$ cat src/logic/p5fs_pkg.sv
/*
  Shared constants and carrier types for the port 5 pin function select block.
  Assumes a 32-bit APB slave interface and the system clock at 10 MHz.
*/
`default_nettype none
package p5fs_pkg;
  localparam int unsigned APB_ADDR_W = 12;
  localparam int unsigned APB_DATA_W = 32;
  localparam int unsigned SEL_W = 8;
  localparam int unsigned PIN_LO = 2;
  localparam int unsigned PIN_HI = 6;

  // Byte addresses of the register words
  localparam logic [11:0] OFS_FUNCTION_SELECT = 12'h000;
  localparam logic [11:0] OFS_PIN_LEVEL = 12'h004;

  // Field positions inside the function select register
  localparam int unsigned BIT_PIN6_OPEN_DRAIN = 6;
  localparam int unsigned BIT_PIN5_WAKEUP = 5;
  localparam int unsigned BIT_PIN4_WAKEUP = 4;
  localparam int unsigned BIT_PIN3_WAKEUP = 3;
  localparam int unsigned BIT_PIN2_WAKEUP = 2;

  // Writable bits are 6..2; bit 7 and bits 1..0 stay zero here
  localparam logic [7:0] SEL_WRITE_MASK = 8'h7C;
  localparam logic [7:0] SEL_RESET = 8'h00;
  localparam logic [31:0] RDATA_RESET = 32'h0000_0000;

  // Level presented on an active-low wakeup or trigger line while not selected
  localparam logic WAKEUP_IDLE = 1'b1;

  localparam int unsigned SYNC_STAGES = 2;

  // Drive of the five shared pins, index = port 5 bit number
  typedef struct packed {
    logic [PIN_HI:PIN_LO] level;
    logic [PIN_HI:PIN_LO] enable;
  } p5fs_pin_drive_t;

  typedef struct packed {
    logic psel;
    logic penable;
    logic pwrite;
    logic [APB_ADDR_W-1:0] paddr;
    logic [APB_DATA_W-1:0] pwdata;
  } p5fs_apb_req_t;

  typedef struct packed {
    logic pready;
    logic pslverr;
    logic [APB_DATA_W-1:0] prdata;
  } p5fs_apb_rsp_t;
endpackage
`default_nettype wire

$ cat src/logic/p5fs_top.sv
/*
  Port 5 pin function select: APB register that switches pins 6..2 between general I/O,
  an NMOS open-drain output (pin 6) and wakeup / external ADC trigger inputs (pins 5..2).
  Assumes the port data and direction logic, the wakeup controller and the ADC trigger
  logic share clk; pad inputs are asynchronous and are synchronised here.
*/
// Chosen here: the address map and the APB interface to the registers.
// Operation
// - Bit 6 at 0 makes pin 6 general I/O, at 1 makes it an NMOS open-drain output.
// - Bit 5 at 0 makes pin 5 general I/O, at 1 makes it the wakeup and external ADC trigger input.
// - Bit 4 at 0 makes pin 4 general I/O, at 1 makes it a wakeup interrupt input.
// - Bit 3 at 0 makes pin 3 general I/O, at 1 makes it a wakeup interrupt input.
// - Bit 2 at 0 makes pin 2 general I/O, at 1 makes it a wakeup interrupt input.
// - Select bits 6 to 2 reset to 0 (general I/O) and are read and written by software.
`timescale 1ns/10ps
`default_nettype none
module p5fs_top
  import p5fs_pkg::*;
(
  input wire logic clk, // System clock, 10 MHz
  input wire logic rst_n, // Asynchronous reset, active low
  input wire p5fs_apb_req_t apbReq, // APB request from the bus master
  output p5fs_apb_rsp_t apbRsp, // APB answer, registered
  input wire p5fs_pin_drive_t gpioDrive, // Data and direction from the port logic
  input wire logic [PIN_HI:PIN_LO] padIn, // Pad input levels, asynchronous
  output p5fs_pin_drive_t padDrive, // Pad output level and enable
  output logic [PIN_HI:PIN_LO] gpioIn, // Synchronised pad levels to the port logic
  output logic [5:2] wakeupIn_n, // Wakeup inputs to the wakeup controller
  output logic adcExternalTriggerIn_n // External trigger to the ADC
);
  logic [SEL_W-1:0] port5FunctionSelect;
  logic [PIN_HI:PIN_LO] padSync;

  p5fs_sync uSync (
    .clk(clk),
    .rst_n(rst_n),
    .padIn(padIn),
    .syncOut(padSync)
  );

  // APB decode
  wire setupPhase = apbReq.psel && !apbReq.penable;
  wire accessDone = apbReq.psel && apbReq.penable && apbRsp.pready;
  wire hitSelect = (apbReq.paddr == OFS_FUNCTION_SELECT);
  wire hitLevel = (apbReq.paddr == OFS_PIN_LEVEL);
  wire hitAny = hitSelect || hitLevel;
  // The level word is read-only; a write to it is refused like an unmapped one
  wire badAccess = !hitAny || (apbReq.pwrite && hitLevel);
  wire writeSelect = accessDone && apbReq.pwrite && hitSelect;

  wire [SEL_W-1:0] next_port5FunctionSelect =
    (apbReq.pwdata[SEL_W-1:0] & SEL_WRITE_MASK) | (port5FunctionSelect & ~SEL_WRITE_MASK);

  wire [APB_DATA_W-1:0] readValue =
    hitSelect ? {{(APB_DATA_W-SEL_W){1'b0}}, port5FunctionSelect} :
    hitLevel ? {{(APB_DATA_W-PIN_HI-1){1'b0}}, padSync, {PIN_LO{1'b0}}} :
    RDATA_RESET;

  // One wait-free answer: pready rises in the first access cycle
  wire next_pready = setupPhase;
  wire next_pslverr = setupPhase && badAccess;
  wire [APB_DATA_W-1:0] next_prdata = (setupPhase && !apbReq.pwrite && !badAccess) ? readValue : RDATA_RESET;

  always_ff @(posedge clk or negedge rst_n) begin
    if (!rst_n) begin
      apbRsp.pready <= 1'b0;
      apbRsp.pslverr <= 1'b0;
      apbRsp.prdata <= RDATA_RESET;
    end else begin
      apbRsp.pready <= next_pready;
      apbRsp.pslverr <= next_pslverr;
      apbRsp.prdata <= next_prdata;
    end
  end

  always_ff @(posedge clk or negedge rst_n) begin
    if (!rst_n) begin
      port5FunctionSelect <= SEL_RESET;
    end else if (writeSelect) begin
      port5FunctionSelect <= next_port5FunctionSelect;
    end
  end

  // Pin function selection
  wire pin6OpenDrainSelect = port5FunctionSelect[BIT_PIN6_OPEN_DRAIN];
  wire [5:2] wakeupSelect = {
    port5FunctionSelect[BIT_PIN5_WAKEUP],
    port5FunctionSelect[BIT_PIN4_WAKEUP],
    port5FunctionSelect[BIT_PIN3_WAKEUP],
    port5FunctionSelect[BIT_PIN2_WAKEUP]
  };

  // Nets, not variables: each bit is driven by its own continuous assignment
  wire p5fs_pin_drive_t next_padDrive;
  wire [5:2] next_wakeupIn_n;

  genvar pinIdx;
  generate
    for (pinIdx = 2; pinIdx <= 5; pinIdx++) begin : gWakeupPin
      // A wakeup pin is input only; its output driver is released
      assign next_padDrive.level[pinIdx] = wakeupSelect[pinIdx] ? 1'b0 : gpioDrive.level[pinIdx];
      assign next_padDrive.enable[pinIdx] = wakeupSelect[pinIdx] ? 1'b0 : gpioDrive.enable[pinIdx];
      // Idle high when not selected, so general I/O traffic never wakes the chip
      assign next_wakeupIn_n[pinIdx] = wakeupSelect[pinIdx] ? padSync[pinIdx] : WAKEUP_IDLE;
    end
  endgenerate

  // Open drain only pulls low: the pad is driven while the port outputs a 0
  assign next_padDrive.level[PIN_HI] = pin6OpenDrainSelect ? 1'b0 : gpioDrive.level[PIN_HI];
  assign next_padDrive.enable[PIN_HI] = pin6OpenDrainSelect ?
    (gpioDrive.enable[PIN_HI] && !gpioDrive.level[PIN_HI]) : gpioDrive.enable[PIN_HI];

  wire next_adcExternalTriggerIn_n = wakeupSelect[5] ? padSync[5] : WAKEUP_IDLE;

  // Registered outputs cost one cycle of latency but keep pad enables glitch free
  always_ff @(posedge clk or negedge rst_n) begin
    if (!rst_n) begin
      padDrive <= '0;
      gpioIn <= '1;
      wakeupIn_n <= '1;
      adcExternalTriggerIn_n <= WAKEUP_IDLE;
    end else begin
      padDrive <= next_padDrive;
      gpioIn <= padSync;
      wakeupIn_n <= next_wakeupIn_n;
      adcExternalTriggerIn_n <= next_adcExternalTriggerIn_n;
    end
  end
endmodule
`default_nettype wire

$ cat src/logic/p5fs_sync.sv
/*
  Two flip-flop synchroniser for the five port 5 pad inputs.
  Assumes the pad levels are asynchronous to clk; only the second stage is read outside.
*/
`timescale 1ns/10ps
`default_nettype none
module p5fs_sync
  import p5fs_pkg::*;
(
  input wire logic clk, // System clock
  input wire logic rst_n, // Asynchronous reset, active low
  input wire logic [PIN_HI:PIN_LO] padIn, // Raw pad levels
  output logic [PIN_HI:PIN_LO] syncOut // Levels after two stages
);
  logic [PIN_HI:PIN_LO] stage1;

  // Reset to high: idle level of the active-low wakeup lines, so no false event after reset
  always_ff @(posedge clk or negedge rst_n) begin
    if (!rst_n) begin
      stage1 <= '1;
      syncOut <= '1;
    end else begin
      stage1 <= padIn;
      syncOut <= stage1;
    end
  end
endmodule
`default_nettype wire

$ cat config.mk
export PLATFORM = sky130hd
export DESIGN_NAME = p5fs_top
export DESIGN_NICKNAME = d
export VERILOG_FILES = /design/src/logic/p5fs_pkg.sv /design/src/logic/p5fs_top.sv /design/src/logic/p5fs_sync.sv
export SDC_FILE = /design/constraint.sdc
export NUM_CORES = 1
export LEC_CHECK = 0
export BUFFER_PORTS_ARGS = -buffer_cell sky130_fd_sc_hd__buf_4
export CORE_UTILIZATION = 29
export DETAILED_ROUTE_END_ITERATION = 8
export SLEW_MARGIN = 20
export SYNTH_ARGS = -nofsm -noshare
export SYNTH_HDL_FRONTEND = slang
export SYNTH_SLANG_ARGS = --single-unit
export TNS_END_PERCENT = 10
$ cat constraint.sdc
create_clock -name clk -period 1.87 [get_ports clk]
set_input_delay 0.187 -clock clk [delete_from_list [all_inputs] [get_ports clk]]
set_output_delay 0.187 -clock clk [all_outputs]
set_load 0.02 [all_outputs]
==> results of run 1 <==
[synthesized netlist by cell type]
master and number:
dfrtp_1 23, nand2b_1 5, a21boi_0 1, nand4_1 1, nand2_1 1, nor2_1 5, and4b_1 1, nor3_1 1
nor4_2 2, dfstp_2 19, and4_1 1, buf_4 27, nor3b_1 1, a41oi_1 1, nor2b_1 9, mux2_4 5
nor4b_1 1, buf_6 2, mux2i_1 5, conb_1 1, inv_1 1
[metal layers]
layer / vias up / track usage
li1: 464 / -
met1: 483 / 0.116
met2: 51 / 0.181
met3: 4 / 0.0548
met4: 0 / 0.0283
met5: - / 0
[per-stage QoR]
step,setup WS (ns),util
2_1_floorplan,0.521,-
3_3_place_gp,0.340,0.396
3_5_place_dp,0.330,0.396
4_1_cts,0.559,0.427
5_1_grt,0.515,0.427
6_report,0.574,0.427
[state kept, by name, indices dropped and copies added (netlist names)]
name	count
adcExternalTriggerIn_n	1
apbRsp	8
gpioIn	5
padDrive	10
port5FunctionSelect	5
uSync.stage1	5
uSync.syncOut	5
wakeupIn_n	3
[worst max-delay path: stages (launching register included)]
cell     delay (ns)
dfrtp_1        0.38
and4b_1        0.16
and4_1         0.18
buf_4          0.17
mux2_4         0.30
[final cells by class]
class / count / area, um^2 / area share
clock buffer: 7 / 76.3 / 0.0339
clock inverter: 1 / 30.0 / 0.0133
inverter: 1 / 3.75 / 0.00167
multi-input combinational: 65 / 417 / 0.185
sequential: 42 / 1070 / 0.477
tap: 70 / 87.6 / 0.0389
timing repair buffer: 73 / 563 / 0.250
[final timing paths]
| kind | startpoint | to | slack [ns] | cells after the start |
|---|---|---|---|---|
| worst min-delay path | gpioDrive[9] | padDrive[4] | 0.09 | 2 |
| max in group asynchronous | rst_n | gpioIn[6] | 1.07 | 2 |
| worst max register to register | apbRsp[33] | port5FunctionSelect[2] | 0.57 | 4 |
| worst max-delay path | apbRsp[33] | port5FunctionSelect[2] | 0.57 | 4 |
| worst min register to register | uSync.stage1[6] | uSync.syncOut[6] | 0.36 | 0 |
| min in group asynchronous | rst_n | port5FunctionSelect[2] | 0.42 | 2 |
[report_power, final]
part / switching (mW) / total, mW / leakage, nW / internal (mW)
registers: 0.0108 / 0.963 / 0.494 / 0.952
logic: 0.123 / 0.220 / 0.552 / 0.0975
clock network: 0.290 / 0.689 / 0.0524 / 0.399
total: 0.423 / 1.87 / 1.10 / 1.45
[kinds of logic after synthesis]
| group | Yosys count |
|---|---|
| AOI/OAI and AO/OA | 2 |
| buffers and inverters | 30 |
| muxes | 10 |
| other | 1 |
| DFF | 42 |
| and+or+nand+nor | 28 |
[repair_timing]
item / 4_1_cts / 5_1_grt
gates resized for setup: 0 / 0
endpoints found under the hold margin: 28 / 0
hold buffers: 6 / 0
buffers inserted: 0 / 0
==> flow_metrics.py, run 1 <==
metrics = {
    "synthesis": {
        "synth-simple-area-share": 0.111,
        "synth.distinct_cells": 21,
        "synth_warnings": 0,
        "netlist.area_leader.share": 0.353,
        "avgSynthCellArea_um2": 14.4,
        "yosysSeqAreaShare": 0.659,
        "ys_seq_elements": 42,
        "syn-instance-count": 113,
        "syn_area_um2": 1630,
        "synth_top_family_by_area": "buffers and inverters",
        "synth_xor_area_frac": 0,
        "synth.area.mux_share": 0.0767,
        "synth_compound_area_frac": 0.00998,
        "ys_top_cells_by_area": "dfrtp_1, dfstp_2, buf_4",
        "yosys.area.top_type": "dfrtp_1",
        "synthAdderAreaFrac": 0,
    },
    "cells_and_area": {
        "finalInstanceArea_um2": 2250,
        "diodes": 0,
        "layout_common_cells": "buf_4, conb_1, dfrtp_1",
        "final_common_cell": "buf_4",
        "final_nets": 252,
        "drive_gt1_frac": 0.524,
        "area_growth_pct": 38.1,
        "fin_cells": 259,
        "final.fill_count": 530,
    },
    "timing": {
        "maxSlewViolCount": 0,
        "tightestPinTransition_ns": 0.514,
        "finalSetupTns_ns": 0,
        "max_freq_mhz": 771,
        "holdWs_ns": 0.0876,
        "post-route-min-period_ns": 1.30,
        "finalClockSkew_ns": 0.00510,
        "finalHoldViolCount": 0,
        "fin_crit_sh": 0.693,
        "grt_setup_unrepaired": "no",
        "slew_headroom": 0.657,
        "final-setup-viol-count": 0,
    },
    "route": {
        "drc": 0,
        "met3WireLength_um": 260,
        "post_drt_via_cell_ratio": 3.87,
        "antenna_left": 0,
        "routedWlPerCell_um": 11.5,
        "drt-met1-wl_mm": 1.15,
        "num_vias": 1002,
        "first_pass_iters": 4,
        "top_layer": "met4",
        "wl_met2_mm": 1.53,
        "drtIter0Drc": 46,
        "wl_mm": 2.97,
    },
    "worst_hold_path": {
        "hold_path_class": "input pin to register",
    },
    "die": {
        "rows": 26,
        "initial_core_util": 0.309,
        "dieArea_um2": 5930,
        "die_w_um": 77.0,
        "fp.coreArea_um2": 5270,
        "ioPinCount": 118,
        "die_h_um": 77.0,
    },
    "clock_network": {
        "cts-root-buf": "clkbuf_8",
        "clk_pin_slew_worst_paths_ns": 0.07,
        "clk_latency_ns": 0.29,
        "numCtsBuffers": 5,
        "tritoncts": "yes",
        "cts_buffer_depth": 2,
        "clock_sinks": 42,
        "cts-htree-levels": 2,
    },
    "global_routing": {
        "grt_max_degree": 43,
        "grt_pass1_vias": 946,
        "grt_use_total": 0.106,
        "antenna_found_initial": 0,
        "grt-ovfl-total": 0,
        "grt_pass1_wl_mm": 4.64,
    },
    "flow_run": {
        "maxCapViolations": 0,
    },
    "placed_design": {
        "placed_area_um2": 2090,
        "io_buffer_count": 66,
        "place_congestion": 0.711,
        "hpwl_mm": 2.17,
        "dpl.cell_count": 245,
    },
    "critical_path": {
        "crit_type": "register to register",
        "cp-start-kind": "register",
        "critPathArrivalTime_ns": 1.48,
        "critPathRequiredTime_ns": 2.05,
        "cp-end-kind": "register",
        "path_max_fanout": 5,
    },
    "power": {
        "power.density_nw_per_um2": 831,
        "leakage_nw": 1.10,
        "irDropWorstVdd_uv": 327,
        "total_power_mw": 1.87,
    },
    "status": {
        "outcome": "complete, no violations",
    },
}
Power figures use the tool's default switching activity.
==> inputs of run 2 (changes only) <==
==> constraint.sdc (replaced) <==
create_clock -name clk -period 1.1 [get_ports clk]
set_input_delay 0.11 -clock clk [delete_from_list [all_inputs] [get_ports clk]]
set_output_delay 0.11 -clock clk [all_outputs]
set_load 0.02 [all_outputs]
==> run 2 against run 1 <==
The flow now finishes with violations (negative setup slack). Utilization increased by 1.3 points. Worst setup slack got worse by 0.71 ns. Global-route usage increased by 0.50 points. Routed wire length up 1.2%. Die area did not move. Non-clock buffer count increased by 7. Worst hold slack worse by 0.073 ns. Sequential cell count did not move. Design area up 3.1%. Sequential power rose by 70%. Clock skew grew 0.0041 ns.
==> flow_metrics.py, run 2 (synthesized netlist as in run 1, its figures left out) <==
metrics = {
    "clock_network": {
        "cts_buffer_depth": 2,
        "numCtsBuffers": 5,
        "tritoncts": "yes",
        "clk_pin_slew_worst_paths_ns": 0.07,
        "cts-htree-levels": 2,
        "clk_latency_ns": 0.29,
        "clock_sinks": 42,
        "cts-root-buf": "clkbuf_8",
    },
    "power": {
        "power.density_nw_per_um2": 1400,
        "total_power_mw": 3.26,
        "leakage_nw": 1.14,
        "irDropWorstVdd_uv": 474,
    },
    "timing": {
        "holdWs_ns": 0.0148,
        "finalHoldViolCount": 0,
        "post-route-min-period_ns": 1.24,
        "setup_ws_ns": -0.136,
        "grt_setup_unrepaired": "yes",
        "tightestPinTransition_ns": 0.502,
        "finalSetupTns_ns": -0.677,
        "finalClockSkew_ns": 0.00920,
        "final-setup-viol-count": 6,
        "max_freq_mhz": 809,
        "maxSlewViolCount": 0,
        "fin_crit_sh": 1.12,
        "slew_headroom": 0.665,
    },
    "worst_hold_path": {
        "hold_depth": 2,
        "hold_path_class": "input pin to register",
    },
    "cells_and_area": {
        "area_growth_pct": 42.4,
        "largest_reg_flops": 10,
        "diodes": 0,
        "final_common_cell": "buf_4",
        "largest_register": "padDrive",
        "drive_gt1_frac": 0.551,
        "reg_top3": "padDrive x10, apbRsp x8",
        "finalInstanceArea_um2": 2320,
        "layout_common_cells": "buf_4, conb_1, dfrtp_1",
        "fin_cells": 266,
        "final_nets": 259,
    },
    "die": {
        "die_w_um": 77.0,
        "die_h_um": 77.0,
        "fp.coreArea_um2": 5270,
        "rows": 26,
        "dieArea_um2": 5930,
        "ioPinCount": 118,
        "initial_core_util": 0.309,
    },
    "global_routing": {
        "grt_max_degree": 43,
        "grt_use_total": 0.111,
        "grt-ovfl-total": 0,
        "antenna_found_initial": 0,
        "grt_pass1_vias": 979,
        "grt_pass1_wl_mm": 4.93,
    },
    "status": {
        "outcome": "finished with violations",
        "violations": "negative setup slack",
    },
    "route": {
        "routedWlPerCell_um": 11.3,
        "num_vias": 1012,
        "drtIter0Drc": 44,
        "first_pass_iters": 4,
        "wl_mm": 3.01,
        "antenna_left": 0,
        "drc": 0,
        "post_drt_via_cell_ratio": 3.80,
    },
    "critical_path": {
        "critPathArrivalTime_ns": 1.41,
        "critPathRequiredTime_ns": 1.27,
        "max_stage_delay_ns": 0.34,
        "crit_type": "register to register",
        "r2r_cells": 3,
        "cp-end-kind": "register",
        "cp-start-kind": "register",
        "path_max_fanout": 5,
        "slowest_stage": "dfrtp_1",
        "cp_cell_sequence": "and4b_1 -> and4_4 -> mux2_4",
    },
    "placed_design": {
        "place_congestion": 0.772,
        "placed_area_um2": 2140,
        "hpwl_mm": 2.27,
        "dpl.cell_count": 252,
        "io_buffer_count": 66,
    },
    "flow_run": {
        "maxCapViolations": 0,
    },
}
-- run 2: changes by cell type in the layout (fill, tap and decap cells not counted), sizes merged --
| cell | change |
|---|---|
| buf | +7 |
-- run 2: path summary, 6_finish.rpt --
kind                                 start                endpoint  slack [ns]
setup / recovery                apbRsp[33]  port5FunctionSelect[4]       -0.14
hold / removal                gpioDrive[9]             padDrive[4]        0.01
setup reg to reg                apbRsp[33]  port5FunctionSelect[4]       -0.14
hold reg to reg            uSync.stage1[6]        uSync.syncOut[6]        0.36
max in group asynchronous            rst_n        uSync.syncOut[6]        0.39
min in group asynchronous            rst_n             padDrive[3]        0.33
-- run 2: layer usage --
metal | up-vias | global-route usage | share of wire
met5 | - | 0 | 0
met2 | 52 | 0.176 | 0.50
met4 | 0 | 0.0509 | 0.013
met1 | 480 | 0.136 | 0.40
li1 | 476 | - | -
met3 | 4 | 0.0393 | 0.082
-- run 2: stage by stage --
step           worst slack (ns)  utilization
2_1_floorplan            -0.249            -
6_report                 -0.136        0.440
3_5_place_dp             -0.294        0.406
3_3_place_gp             -0.231        0.406
5_1_grt                  -0.192        0.440
4_1_cts                  -0.146        0.438
-- run 2: timing repair --
action	4_1_cts	5_1_grt
hold buffers	6	0
pin swaps	0	0
gates resized for setup	2	1
setup endpoints to repair	5	7
hold endpoints to repair	28	0
setup buffers	0	1
-- run 2: power breakdown --
| part | leakage, nW | internal [mW] | total, mW | switching, mW |
|---|---|---|---|---|
| Sequential | 0.494 | 1.62 | 1.64 | 0.0186 |
| Clock | 0.0585 | 0.739 | 1.23 | 0.487 |
| Combinational | 0.588 | 0.180 | 0.392 | 0.212 |
-- run 2: area by class of cell --
cell class,instances,area [um^2]
sequential,42,1070
tap,70,87.6
multi-input combinational,65,419
timing repair buffer,80,619
inverter,1,3.75
clock inverter,1,30.0
fill,512,2950
clock buffer,7,86.3
-- run 2: critical path, delay by kind of cell, from the launching register on --
kind / cells / cell delay, ns
DFF: 1 / 0.34
muxes: 1 / 0.31
and+or+nand+nor: 2 / 0.47
==> inputs of run 3 (changes only) <==
--- a/config.mk
+++ b/config.mk
@@ -6,8 +6,11 @@
 export NUM_CORES = 1
 export LEC_CHECK = 0
 export BUFFER_PORTS_ARGS = -buffer_cell sky130_fd_sc_hd__buf_4
-export CORE_UTILIZATION = 29
+export CELL_PAD_IN_SITES_DETAIL_PLACEMENT = 1
+export CELL_PAD_IN_SITES_GLOBAL_PLACEMENT = 2
+export CORE_UTILIZATION = 21
 export DETAILED_ROUTE_END_ITERATION = 8
+export PLACE_DENSITY_LB_ADDON = 0.1
 export SLEW_MARGIN = 20
 export SYNTH_ARGS = -nofsm -noshare
 export SYNTH_HDL_FRONTEND = slang
==> run 3 against run 2 <==
Clock-buffer cell count shrank 2. Critical path depth stayed put. Critical endpoint is now port5FunctionSelect[2]. Die area is 37% higher. Critical path type unchanged. The flow still finishes with violations (negative setup slack). Utilization fell by 11 points.
==> flow_metrics.py, run 3 (synthesized netlist as in run 1, its figures left out) <==
metrics = {
    "status": {
        "outcome": "finished with violations",
        "violations": "negative setup slack",
    },
    "route": {
        "post_drt_via_cell_ratio": 3.60,
        "drtIter0Drc": 30,
        "routedWlPerCell_um": 12.3,
        "antenna_left": 0,
        "wl_mm": 3.66,
        "first_pass_iters": 3,
        "drc": 0,
        "num_vias": 1074,
    },
    "die": {
        "rows": 31,
        "ioPinCount": 118,
        "dieArea_um2": 8120,
        "die_h_um": 90.1,
        "die_w_um": 90.1,
        "initial_core_util": 0.221,
        "fp.coreArea_um2": 7370,
    },
    "cells_and_area": {
        "fin_cells": 298,
        "final.fill_count": 827,
        "finish.utilization": 0.326,
        "finalInstanceArea_um2": 2400,
        "layout_common_cells": "buf_4, conb_1, dfrtp_1",
        "largest_reg_flops": 10,
        "diodes": 0,
        "area_growth_pct": 47.5,
        "final_common_cell": "buf_4",
        "drive_gt1_frac": 0.558,
        "largest_register": "padDrive",
        "final_nets": 262,
        "reg_top3": "padDrive x10, apbRsp x8",
    },
    "critical_path": {
        "cp-endpoint": "port5FunctionSelect[2]",
        "crit_type": "register to register",
        "cp_cell_sequence": "and4b_1 -> and4_4 -> mux2_4",
        "cp-end-kind": "register",
        "cp_num_buf_inv": 0,
        "slowest_stage": "dfrtp_1",
        "path_max_fanout": 5,
        "path_delay_family": "simple AND/OR/NAND/NOR gates",
        "r2r-start": "apbRsp[33]",
        "reg2reg_setup_slack_ns": -0.15,
        "crit_start": "apbRsp[33]",
        "max_stage_delay_ns": 0.35,
        "r2r_cells": 3,
        "critPathRequiredTime_ns": 1.29,
        "critPathArrivalTime_ns": 1.44,
        "critical_path_depth": 3,
        "cp-start-kind": "register",
        "r2r_end": "port5FunctionSelect[2]",
    },
    "timing": {
        "finalClockSkew_ns": 0.00725,
        "tightestPinTransition_ns": 0.532,
        "max_freq_mhz": 798,
        "grt_setup_unrepaired": "yes",
        "slew_headroom": 0.645,
        "holdWs_ns": 0.0230,
        "finalHoldViolCount": 0,
        "fin_crit_sh": 1.14,
        "final-setup-viol-count": 6,
        "maxSlewViolCount": 0,
        "finalSetupTns_ns": -0.779,
        "setup_ws_ns": -0.153,
        "post-route-min-period_ns": 1.25,
    },
    "power": {
        "leakage_nw": 1.16,
        "total_power_mw": 3.29,
        "internal_power_mw": 2.49,
        "switching_share": 0.244,
        "comb_power_share": 0.124,
        "power.density_nw_per_um2": 1370,
        "seq_power_share": 0.498,
        "irDropWorstVdd_uv": 468,
        "p_clk_frac": 0.378,
        "switchingPower_uw": 802,
    },
    "global_routing": {
        "top_usage_layer": "met2",
        "use_met1": 0.104,
        "grt_use_total": 0.0996,
        "grt_max_degree": 43,
        "grt-ovfl-total": 0,
        "grt.met3_usage": 0.0355,
        "use_met2": 0.175,
        "grt_pass1_wl_mm": 5.98,
        "grt_pass1_vias": 1133,
        "antenna_found_initial": 0,
    },
    "placed_design": {
        "hpwl_mm": 2.75,
        "place_ws_ns": -0.258,
        "dpl.cell_count": 283,
        "place_congestion": 0.693,
        "io_buffer_count": 66,
        "placed_area_um2": 2190,
    },
    "clock_network": {
        "clock_sinks": 42,
        "cts-root-buf": "clkbuf_8",
        "clk_latency_ns": 0.30,
        "tritoncts": "yes",
        "numCtsBuffers": 5,
        "cts-htree-levels": 2,
        "cts_buffer_depth": 2,
        "clk_pin_slew_worst_paths_ns": 0.09,
    },
    "flow_run": {
        "maxCapViolations": 0,
    },
    "worst_hold_path": {
        "hold_path_class": "input pin to register",
    },
}
==> run 3: changes by cell type in the layout (fill, tap and decap cells not counted) <==
cell           previous run  this run
clkbuf_1                  1         0
buf_4                    73        68
dlygate4sd3_1             6         7
buf_6                     1         8
clkinv_2                  0         1
clkbuf_8                  6         5
inv_6                     0         1
==> run 3: layer usage <==
layer / wire [um] / up-vias
li1: - / 484
met1: 1360 / 532
met2: 1970 / 50
met3: 242 / 8
met4: 86 / 0
met5: 0 / -
==> run 3: final cells by class <==
class,count,area [um^2],area share
clock inverter,3,43.8,0.0182
inverter,1,3.75,0.00156
multi-input combinational,65,419,0.174
timing repair buffer,83,671,0.279
sequential,42,1070,0.447
tap,99,124,0.0515
clock buffer,5,68.8,0.0286
==> run 3: repair_timing <==
item / in CTS / in global routing
endpoints found under the setup margin: 6 / 14
pin swaps: 0 / 0
hold endpoints to repair: 29 / 0
setup buffers: 1 / 0
gates resized for setup: 5 / 5
hold buffers: 7 / 0
==> run 3: power groups by stage <==
stage	clock [mW]	combinational (mW)	sequential (mW)
2_1_floorplan	0	0.189	1.71
3_3_place_gp	0	0.379	1.67
3_5_place_dp	0	0.383	1.67
4_1_cts	1.32	0.411	1.64
5_1_grt	1.40	0.438	1.65
6_report	1.25	0.408	1.64
==> run 3: worst min-delay path by stage <==
stage                 start           to  slack [ns]  cells after the start
3_5_place_dp          rst_n  padDrive[3]        0.13                      1
5_1_grt        gpioDrive[2]  padDrive[2]        0.01                      2
2_1_floorplan         rst_n    apbRsp[1]       -0.19                      0
6_report       gpioDrive[3]  padDrive[3]        0.02                      2
3_3_place_gp          rst_n  padDrive[8]        0.13                      1
4_1_cts        gpioDrive[2]  padDrive[2]        0.01                      2
